[src/pmr_pkg.sv]
/*
 * Package for the power-mode, reset and boot-strap sequencer.
 * Holds state codes, stop-method codes and timing counts.
 * Assumes a 250 MHz core clock.
 */
package pmr_pkg;
    // Core clock period in picoseconds
    localparam int CLK_PERIOD_PS = 4000;
    // Boot sequence length in nanoseconds, then in cycles
    localparam int BOOT_TIME_NS = 400;
    localparam int BOOT_CYC = (BOOT_TIME_NS * 1000) / CLK_PERIOD_PS;
    // Idle cycles before dropping to Standby
    localparam int IDLE_CYC = 16;
    // Width of the wake timer and general counters
    localparam int TMR_W = 32;
    localparam int CNT_W = 16;
    localparam logic [CNT_W-1:0] BOOT_CNT = CNT_W'(BOOT_CYC);
    localparam logic [CNT_W-1:0] IDLE_CNT = CNT_W'(IDLE_CYC);
    localparam logic [CNT_W-1:0] CNT_ZERO = 16'h0000;
    localparam logic [TMR_W-1:0] TMR_ZERO = 32'h0000_0000;
    // Number of wake-capable general inputs
    localparam int WK_N = 3;
    // Stop control methods
    localparam logic [1:0] STOP_NONE = 2'h0;
    localparam logic [1:0] STOP_DSR = 2'h1;
    localparam logic [1:0] STOP_GPI = 2'h2;
    localparam logic [1:0] STOP_TMR = 2'h3;
    // Power states, one-hot
    typedef enum logic [4:0] {
        ST_RESET = 5'h01,
        ST_BOOT = 5'h02,
        ST_ACTIVE = 5'h04,
        ST_STANDBY = 5'h08,
        ST_STOP = 5'h10
    } pmr_state_t;
endpackage

[src/pmr_sequencer.sv]
/*
 * Power-mode, reset and boot-strap sequencer.
 * Assumes the host drives reset, wake and handshake pins asynchronously;
 * commands arrive as one-cycle pulses from core logic on core_clk.
 */
// Overview of operation
// - Boot on supply rise or any reset
// - Banner pulse after boot in command mode
// - Active and Standby switch automatically
// - Standby keeps links, wakes instantly
// - Auto clock scaling lowers clocks in Standby when enabled
// - No Sleep state; only Stop is manual
// - Stop halts, drops links, clears RAM
// - Wake from Stop always reboots fully
// - Stop only on request, method chosen first
// - Handshake method follows DSR input
// - Halt with GPI follows that input
// - Halt with timer wakes after delay
// - Low reset pin resets, pulled up
// - Reset command performs software reboot
// - Stop draws less than held reset
// - Boot-select 0 factory, 1 flash
// - Verbose strap 0 silent; later SPI select
// - Flash-voltage strap must be 1; later MISO
`timescale 1ns/1ns
module pmr_sequencer
    import pmr_pkg::*;
(
    input wire logic core_clk, // Core clock, 250 MHz
    input wire logic rst, // Synchronous reset, active high
    input wire logic supply_good, // Main supply valid level (async)
    input wire logic reset_pin_n, // Hardware reset pin, pulled up (async)
    input wire logic sw_reset_cmd, // Reset command pulse
    input wire logic cmd_mode_cfg, // Start in command mode
    input wire logic clock_scaling_command, // Pulse: load auto_clock_scaling
    input wire logic clock_scaling_val, // Value for auto_clock_scaling
    input wire logic handshake_stop_select_command, // Pulse: select DSR method
    input wire logic halt_command, // Pulse: enter Stop via GPI or timer
    input wire logic halt_use_timer, // Halt uses timer, else GPI
    input wire logic [1:0] halt_gpi_sel, // Which wake input to follow
    input wire logic [TMR_W-1:0] halt_delay, // Timer delay in cycles
    input wire logic dsr_pin, // UART DSR from host (async)
    input wire logic [WK_N-1:0] wake_pin, // Wake-capable inputs (async)
    input wire logic activity, // Any interface or radio activity
    input wire logic strap_boot_sel, // Boot-select strap pin (async)
    input wire logic strap_verbose, // Verbose strap, later SPI select (async)
    input wire logic strap_flash_v, // Flash-voltage strap, later MISO (async)
    output logic boot_done, // Booted and running
    output logic banner_pulse, // Emit boot banner on UART
    output logic verbose_en, // Print boot information
    output logic factory_boot, // Factory boot selected
    output logic flash_1v8, // Internal flash at 1.8 V
    output logic spi_pins_en, // Strap pins now act as SPI pins
    output logic standby, // In Standby
    output logic clk_reduce, // Lower internal clocks
    output logic stopped, // In Stop: all functions halted
    output logic links_drop, // Drop all connections
    output logic ram_clear // Discard system RAM
);
    // Whole state of the module
    typedef struct packed {
        pmr_state_t st;
        logic [CNT_W-1:0] cnt;
        logic [TMR_W-1:0] tmr;
        logic [1:0] method;
        logic [1:0] gsel;
        // Six single pins plus the wake inputs pass through the same two stages
        logic [5+WK_N:0] s1; // First sync stage
        logic [5+WK_N:0] s2; // Second sync stage
        logic afa;
        logic verbose;
        logic factory;
        logic fv;
        logic boot_done;
        logic banner;
        logic standby;
        logic stopped;
        logic drop;
        logic ram_clr;
        logic clk_red; // Registered clock-reduce request
    } pmr_regs_t;

    pmr_regs_t cur_ff;
    pmr_regs_t nxt_cur;
    logic rst_src; // Low reset pin or supply fault
    logic dsr_s; // Synchronised DSR
    logic wk_sel; // Selected synchronised wake input

    // Second stage bits: {supply, reset_n, dsr, boot, verbose, flash, wake}
    // Supply sits at the top bit, the reset line just below it, then the handshake line.
    // A supply dip and a low reset line are treated alike: both hold the core in reset
    // until the synchronised level has been high for a full edge.
    assign rst_src = !cur_ff.s2[5+WK_N] || !cur_ff.s2[4+WK_N];
    assign dsr_s = cur_ff.s2[3+WK_N];
    assign wk_sel = cur_ff.s2[cur_ff.gsel];

    // Next-state logic for the whole sequencer
    always_comb
    begin
        nxt_cur = cur_ff;
        // Two-stage synchroniser; only s2 is read by logic
        // The straps share these flops, so they cost two cycles of latency like the rest
        nxt_cur.s1 = {supply_good, reset_pin_n, dsr_pin, strap_boot_sel, strap_verbose,
                      strap_flash_v, wake_pin};
        nxt_cur.s2 = cur_ff.s1;
        nxt_cur.banner = 1'b0;
        nxt_cur.drop = 1'b0;
        nxt_cur.ram_clr = 1'b0;
        if (clock_scaling_command)
        begin
            nxt_cur.afa = clock_scaling_val;
        end
        if (handshake_stop_select_command)
        begin
            nxt_cur.method = STOP_DSR;
        end
        // Cheaper than a held reset: Stop gates everything off
        case (cur_ff.st)
            ST_RESET:
            begin
                nxt_cur.boot_done = 1'b0;
                nxt_cur.stopped = 1'b0;
                nxt_cur.standby = 1'b0;
                nxt_cur.method = STOP_NONE;
                if (!rst_src)
                begin
                    // Straps caught once at release, held until next reset
                    nxt_cur.factory = !cur_ff.s2[2+WK_N];
                    nxt_cur.verbose = cur_ff.s2[1+WK_N];
                    nxt_cur.fv = cur_ff.s2[WK_N];
                    nxt_cur.cnt = BOOT_CNT;
                    nxt_cur.st = ST_BOOT;
                end
            end
            ST_BOOT:
            begin
                // Fixed boot length; halt and pins other than reset are ignored here, scaling and handshake-select commands still load
                if (cur_ff.cnt == CNT_ZERO)
                begin
                    nxt_cur.boot_done = 1'b1;
                    nxt_cur.banner = cmd_mode_cfg;
                    nxt_cur.cnt = IDLE_CNT;
                    nxt_cur.st = ST_ACTIVE;
                end
                else
                begin
                    nxt_cur.cnt = cur_ff.cnt - 16'h0001;
                end
            end
            ST_ACTIVE, ST_STANDBY:
            begin
                // Idle timeout takes the core to Standby; activity returns at once
                if (activity)
                begin
                    nxt_cur.cnt = IDLE_CNT;
                    nxt_cur.standby = 1'b0;
                    nxt_cur.st = ST_ACTIVE;
                end
                else if (cur_ff.cnt == CNT_ZERO)
                begin
                    nxt_cur.standby = 1'b1;
                    nxt_cur.st = ST_STANDBY;
                end
                else
                begin
                    nxt_cur.cnt = cur_ff.cnt - 16'h0001;
                end
                // Stop only on explicit request
                if (cur_ff.method == STOP_DSR && !dsr_s)
                begin
                    nxt_cur.st = ST_STOP;
                end
                else if (halt_command)
                begin
                    nxt_cur.method = halt_use_timer ? STOP_TMR : STOP_GPI;
                    nxt_cur.gsel = halt_gpi_sel;
                    nxt_cur.tmr = halt_delay;
                    nxt_cur.st = ST_STOP;
                end
                if (nxt_cur.st == ST_STOP)
                begin
                    nxt_cur.stopped = 1'b1;
                    nxt_cur.drop = 1'b1;
                    nxt_cur.ram_clr = 1'b1;
                    nxt_cur.standby = 1'b0;
                    nxt_cur.boot_done = 1'b0;
                end
            end
            ST_STOP:
            begin
                // Any wake goes through a full reboot, never a resume
                // The timer counts down only while stopped; zero is the wake condition
                if (cur_ff.method == STOP_TMR && cur_ff.tmr != TMR_ZERO)
                begin
                    nxt_cur.tmr = cur_ff.tmr - 32'h0000_0001;
                end
                if ((cur_ff.method == STOP_DSR && dsr_s) ||
                    (cur_ff.method == STOP_GPI && wk_sel) ||
                    (cur_ff.method == STOP_TMR && cur_ff.tmr == TMR_ZERO))
                begin
                    nxt_cur.st = ST_RESET;
                end
            end
            default:
            begin
                nxt_cur.st = ST_RESET;
            end
        endcase
        // Any reset source or reset command reboots from any state
        if (rst_src || sw_reset_cmd)
        begin
            nxt_cur.st = ST_RESET;
            nxt_cur.boot_done = 1'b0;
            nxt_cur.standby = 1'b0;
            nxt_cur.stopped = 1'b0;
            // A reset at the very end of boot must not leave a stray banner behind
            nxt_cur.banner = 1'b0;
        end
        // Clock reduction is registered so the output comes straight from a flop;
        // it is taken from the next Standby flag, so it adds no cycle of lag
        nxt_cur.clk_red = nxt_cur.standby && nxt_cur.afa;
    end

    // State register; reset loads ST_RESET and clears every other field, latched straps and sync stages included
    always_ff @(posedge core_clk)
    begin
        if (rst)
        begin
            cur_ff <= '{st: ST_RESET, default: '0};
        end
        else
        begin
            cur_ff <= nxt_cur;
        end
    end

    // Outputs straight from flip-flops; no Sleep state exists
    assign boot_done = cur_ff.boot_done;
    assign banner_pulse = cur_ff.banner;
    assign verbose_en = cur_ff.verbose;
    assign factory_boot = cur_ff.factory;
    assign flash_1v8 = cur_ff.fv;
    assign spi_pins_en = cur_ff.boot_done;
    assign standby = cur_ff.standby;
    // Clock reduction only ever applies in Standby, never while active
    assign clk_reduce = cur_ff.clk_red;
    assign stopped = cur_ff.stopped;
    assign links_drop = cur_ff.drop;
    assign ram_clear = cur_ff.ram_clr;

    // Banner only right after boot and in command mode
    property p_banner;
        @(posedge core_clk) disable iff (rst)
        banner_pulse |-> boot_done && $past(cur_ff.st) == ST_BOOT;
    endproperty
    a_banner: assert property (p_banner) else $error("banner outside boot end");

    // Entering Stop drops links and RAM, and needs a chosen method or a halt
    property p_stop_entry;
        @(posedge core_clk) disable iff (rst)
        $rose(stopped) |-> links_drop && ram_clear && ($past(cur_ff.method) != STOP_NONE || $past(halt_command));
    endproperty
    a_stop_entry: assert property (p_stop_entry) else $error("bad stop entry");

    // Leaving Stop lands in the reset state, never back in Active
    property p_wake_reboot;
        @(posedge core_clk) disable iff (rst)
        (cur_ff.st == ST_STOP && nxt_cur.st != ST_STOP) |=> cur_ff.st == ST_RESET;
    endproperty
    a_wake_reboot: assert property (p_wake_reboot) else $error("stop exit not a reboot");

    // A synchronised low on the reset line forces reset on the next edge
    property p_reset_pin;
        @(posedge core_clk) disable iff (rst)
        !cur_ff.s2[4+WK_N] |=> cur_ff.st == ST_RESET && !boot_done;
    endproperty
    a_reset_pin: assert property (p_reset_pin) else $error("reset pin ignored");

    // The reset command wins over every other request
    property p_sw_reset;
        @(posedge core_clk) disable iff (rst)
        sw_reset_cmd |=> cur_ff.st == ST_RESET;
    endproperty
    a_sw_reset: assert property (p_sw_reset) else $error("reset command ignored");

    // Activity in Standby returns to Active on the very next edge
    property p_wake_active;
        @(posedge core_clk) disable iff (rst)
        (activity && standby && !sw_reset_cmd && !rst_src && !halt_command && cur_ff.method != STOP_DSR)
        |=> !standby && cur_ff.st == ST_ACTIVE;
    endproperty
    a_wake_active: assert property (p_wake_active) else $error("standby did not wake");

    // Reduced clocks only in the Standby state and only when enabled
    property p_scale;
        @(posedge core_clk) disable iff (rst)
        clk_reduce |-> cur_ff.afa && cur_ff.st == ST_STANDBY;
    endproperty
    a_scale: assert property (p_scale) else $error("clock reduced while disabled");

    // Latched strap results may change only when reset is left
    property p_straps_hold;
        @(posedge core_clk) disable iff (rst)
        (cur_ff.st != ST_RESET) |=> $stable(verbose_en) && $stable(factory_boot) && $stable(flash_1v8);
    endproperty
    a_straps_hold: assert property (p_straps_hold) else $error("strap changed after boot");
endmodule

[config.mk]
export PLATFORM = sky130hd
export DESIGN_NAME = pmr_sequencer
export DESIGN_NICKNAME = d
export VERILOG_FILES = /design/src/pmr_pkg.sv /design/src/pmr_sequencer.sv
export SDC_FILE = /design/constraint.sdc
export NUM_CORES = 1
export LEC_CHECK = 0
export BUFFER_PORTS_ARGS = -buffer_cell sky130_fd_sc_hd__buf_4
export CAP_MARGIN = 40
export CORE_MARGIN = 5
export CORE_UTILIZATION = 57
export DETAILED_ROUTE_END_ITERATION = 7
export PLACE_DENSITY = 0.79
export SYNTH_ARGS = -nofsm -noshare
export SYNTH_HDL_FRONTEND = slang
export SYNTH_SLANG_ARGS = --single-unit
[constraint.sdc]
create_clock -name core_clk -period 2.85 [get_ports core_clk]
set_input_delay 0.285 -clock core_clk [delete_from_list [all_inputs] [get_ports core_clk]]
set_output_delay 0.285 -clock core_clk [all_outputs]
set_load 0.1 [all_outputs]
==> flow_metrics.env <==
export IMPL_status="finished clean"
export IMPL_layout_common_cells="85 x dfxtp_1, 83 x buf_4, 44 x nor2_1, 31 x a21oi_1, 26 x nor3_1"
export IMPL_drv_cap=0
export IMPL_worst_path_most_repeated_cell="or4_4"
export IMPL_seq_area_um2=1702
export IMPL_cpMaxStageDelayCell="or4_4"
export IMPL_io_buffers=63
export IMPL_synth_edf_count=0
export IMPL_cts_sinks=85
export IMPL_ys_types=64
export IMPL_cpPeakStageDelay_ns=0.61
export IMPL_max_slew_margin_pct=56.57
export IMPL_root_buffer="clkbuf_8"
export IMPL_finalClockSkew_ns=0.01060
export IMPL_pwr_share_comb_pct=7.2
export IMPL_synth_nets=577
export IMPL_synth_compound_area_share_pct=26.28
export IMPL_p_sw_share_pct=24.67
export IMPL_synth_area_leader_cell="dfxtp_1"
export IMPL_remaining_drc_errors=0
export IMPL_tightest_slew_ns=0.6515
export IMPL_startpoint_type="flip-flop"
export IMPL_syn_area_um2=4461
export IMPL_multiInputGateArea_um2=2530
export IMPL_worstPathArrival_ns=2.84
export IMPL_wl_per_cell_um=17.25
export IMPL_clock_latency_ns=0.36
export IMPL_drv_slew=0
export IMPL_fmax_mhz=394.8
export IMPL_pin_count=64
export IMPL_ys_top_cells_by_area="dfxtp_1 38%, o31ai_1 3.9%, nor2_1 3.7%"
export IMPL_ys_warn_count=0
export IMPL_fin_crit_sh_pct=88.87
export IMPL_rows=32
export IMPL_filler_cell_count=658
export IMPL_die_w_um=98.46
export IMPL_fin_area_um2=5264
export IMPL_setup_violations=0
export IMPL_ctsHoldBuffers=0
export IMPL_synth_xor_area_share_pct=0.9818
export IMPL_synth_top_area_share_pct=38.15
export IMPL_end_kind="flip-flop"
export IMPL_synth_yosys_seq_area_share_pct=38.15
export IMPL_reg2reg_setup_slack_ns=0.32
export IMPL_gp_congestion=0.9023
export IMPL_grt_overflow=0
export IMPL_hold_worst_slack_ns=0.1199
export IMPL_clk_pin_slew_worst_paths_ns=0.09
export IMPL_pwr_share_clk_pct=40.2
export IMPL_p_int_uw=1730
export IMPL_grt_pass1_wl_um=19660
export IMPL_synthMuxAreaShare_pct=2.076
export IMPL_cts_buffer_depth=2
export IMPL_viasPerCell=6.473
export IMPL_syn_inst=521
export IMPL_grt_max_degree=63
export IMPL_drtPass1Iterations=5
export IMPL_path_max_fanout=28
export IMPL_criticalPathCategory="reg -> reg"
export IMPL_area_growth_syn_to_layout_pct=18.01
export IMPL_antenna_found_initial=0
export IMPL_start_util_pct=58.02
export IMPL_dpl_hpwl_um=8025
export IMPL_cts_buffers=9
export IMPL_ir_drop_mv=0.3735
export IMPL_cp_cell_sequence="or3_1 > or4_4 > or4_4 > nand2_8 > o221a_1"
export IMPL_placed_area_um2=5050
export IMPL_final_common_cell="dfxtp_1"
export IMPL_ant_nets=0
export IMPL_layout_min_cycle_time_ns=2.533
export IMPL_vias=4408
export IMPL_seq_power_share_pct=52.6
export IMPL_drt_wl_total_um=11750
export IMPL_nNetsFinal=630
export IMPL_antenna_cells=0
export IMPL_fin_setup_tns_ns=0
export IMPL_synthArstFlopShare_pct=0
export IMPL_finalPower_uw=2297
export IMPL_core_area_um2=7687
export IMPL_grt_pass1_vias=4153
export IMPL_ys_flop_type="dfxtp_1"
export IMPL_die_h_um=98.46
export IMPL_grtUsageTotal_pct=24.07
export IMPL_post_cts_setup_buffers=0
export IMPL_power_leakage_uw=0.001979
export IMPL_cts_tree="built"
export IMPL_layout_core_utilization_pct=68.47
export IMPL_cts_resized=0
export IMPL_die_area_um2=9694
export IMPL_avgSynthCellArea_um2=8.561
export IMPL_synth_top_family_by_area="compound AO/OA/AOI/OAI gates"
export IMPL_ys_ff_latch=85
export IMPL_drt_iter0_drc=316
export IMPL_cp_required_ns=3.15
export IMPL_htreeDepth=3
export IMPL_layout_drive_gt1_share_pct=19.86
export IMPL_pwr_density_cell_nw_per_um2=436.4
export IMPL_synthSimpleGateAreaFrac_pct=25.81
export IMPL_power_switching_uw=566.7
export IMPL_rsz0062_at_grt="false"
export IMPL_synth_adder_area_share_pct=0.8415
export IMPL_min_path_type="in -> reg"
export IMPL_hold_violations=0
==> cell type report <==
class                      count  share of cell area, %
sequential                    85                  32.33
timing repair buffer          83                  11.84
clock inverter                 6                  1.450
tap                          102                  2.425
multi-input combinational    377                  48.06
clock buffer                  10                  2.615
inverter                      18                  1.284
==> metrics by stage <==
step                setup WS, ns  cells
finish                    0.3171    681
global route              0.2218    681
CTS                       0.3363    681
detailed placement        0.3616    665
global placement          0.4011    665
floorplan                 0.4450    521
==> final timing paths <==
check / cells past startpoint / startpoint / end
min: 2 / supply_good / cur_ff[28]
max: 5 / cur_ff[57] / cur_ff[33]
max reg2reg: 5 / cur_ff[57] / cur_ff[33]
min reg2reg: 1 / cur_ff[16] / factory_boot
==> power groups by stage <==
stage	logic, uW	registers [uW]	clock network, uW
final	165	1210	924
after global routing	181	1210	988
after CTS	164	1210	942
after detailed placement	163	1240	0
after global placement	161	1230	0
after floorplan	79.8	1240	0
==> synthesized netlist by cell type (5+ instances only) <==
library cell	instances
inv_1	18
nand3_1	5
nand4_1	9
or3_1	20
o31ai_1	23
o32ai_1	9
a211oi_1	13
a21oi_1	31
mux2i_1	7
nand2_1	24
o311ai_0	17
xnor2_1	5
clkbuf_1	31
nor3_1	26
o21ai_0	9
dfxtp_1	85
nor4_1	14
a32oi_1	6
nor2b_1	21
buf_2	5
a31oi_1	13
or4_1	8
a22oi_1	8
nor2_1	44
==> critical path: cells and delay by family (launching register included) <==
kind / cells / cell delay [ns]
compound gates: 1 / 0.21
flops: 1 / 0.37
simple gates: 4 / 1.88
==> kinds of logic after synthesis <==
kind of cell | Yosys count
buffers and inverters | 59
XOR/XNOR | 5
multiplexers | 8
adder cells (fa/ha/maj) | 3
AND/OR/NAND/NOR | 201
AO/OA/AOI/OAI | 160
flip-flops | 85
==> flip-flops by register name (all words and copies together) (netlist names) <==
name,count
standby,1
boot_done,1
verbose_en,1
stopped,1
clk_reduce,1
flash_1v8,1
factory_boot,1
links_drop,1
banner_pulse,1
cur_ff,76
==> metal layers <==
layer / GRT usage [%] / vias up / part of all wire [%]
li1: - / 2122 / -
met1: 33.17 / 2070 / 44
met2: 37.96 / 194 / 46
met3: 4.600 / 22 / 7.7
met4: 8.193 / 0 / 1.7
met5: 0 / - / 0
Note: power is estimated with default switching activity, not from simulation.
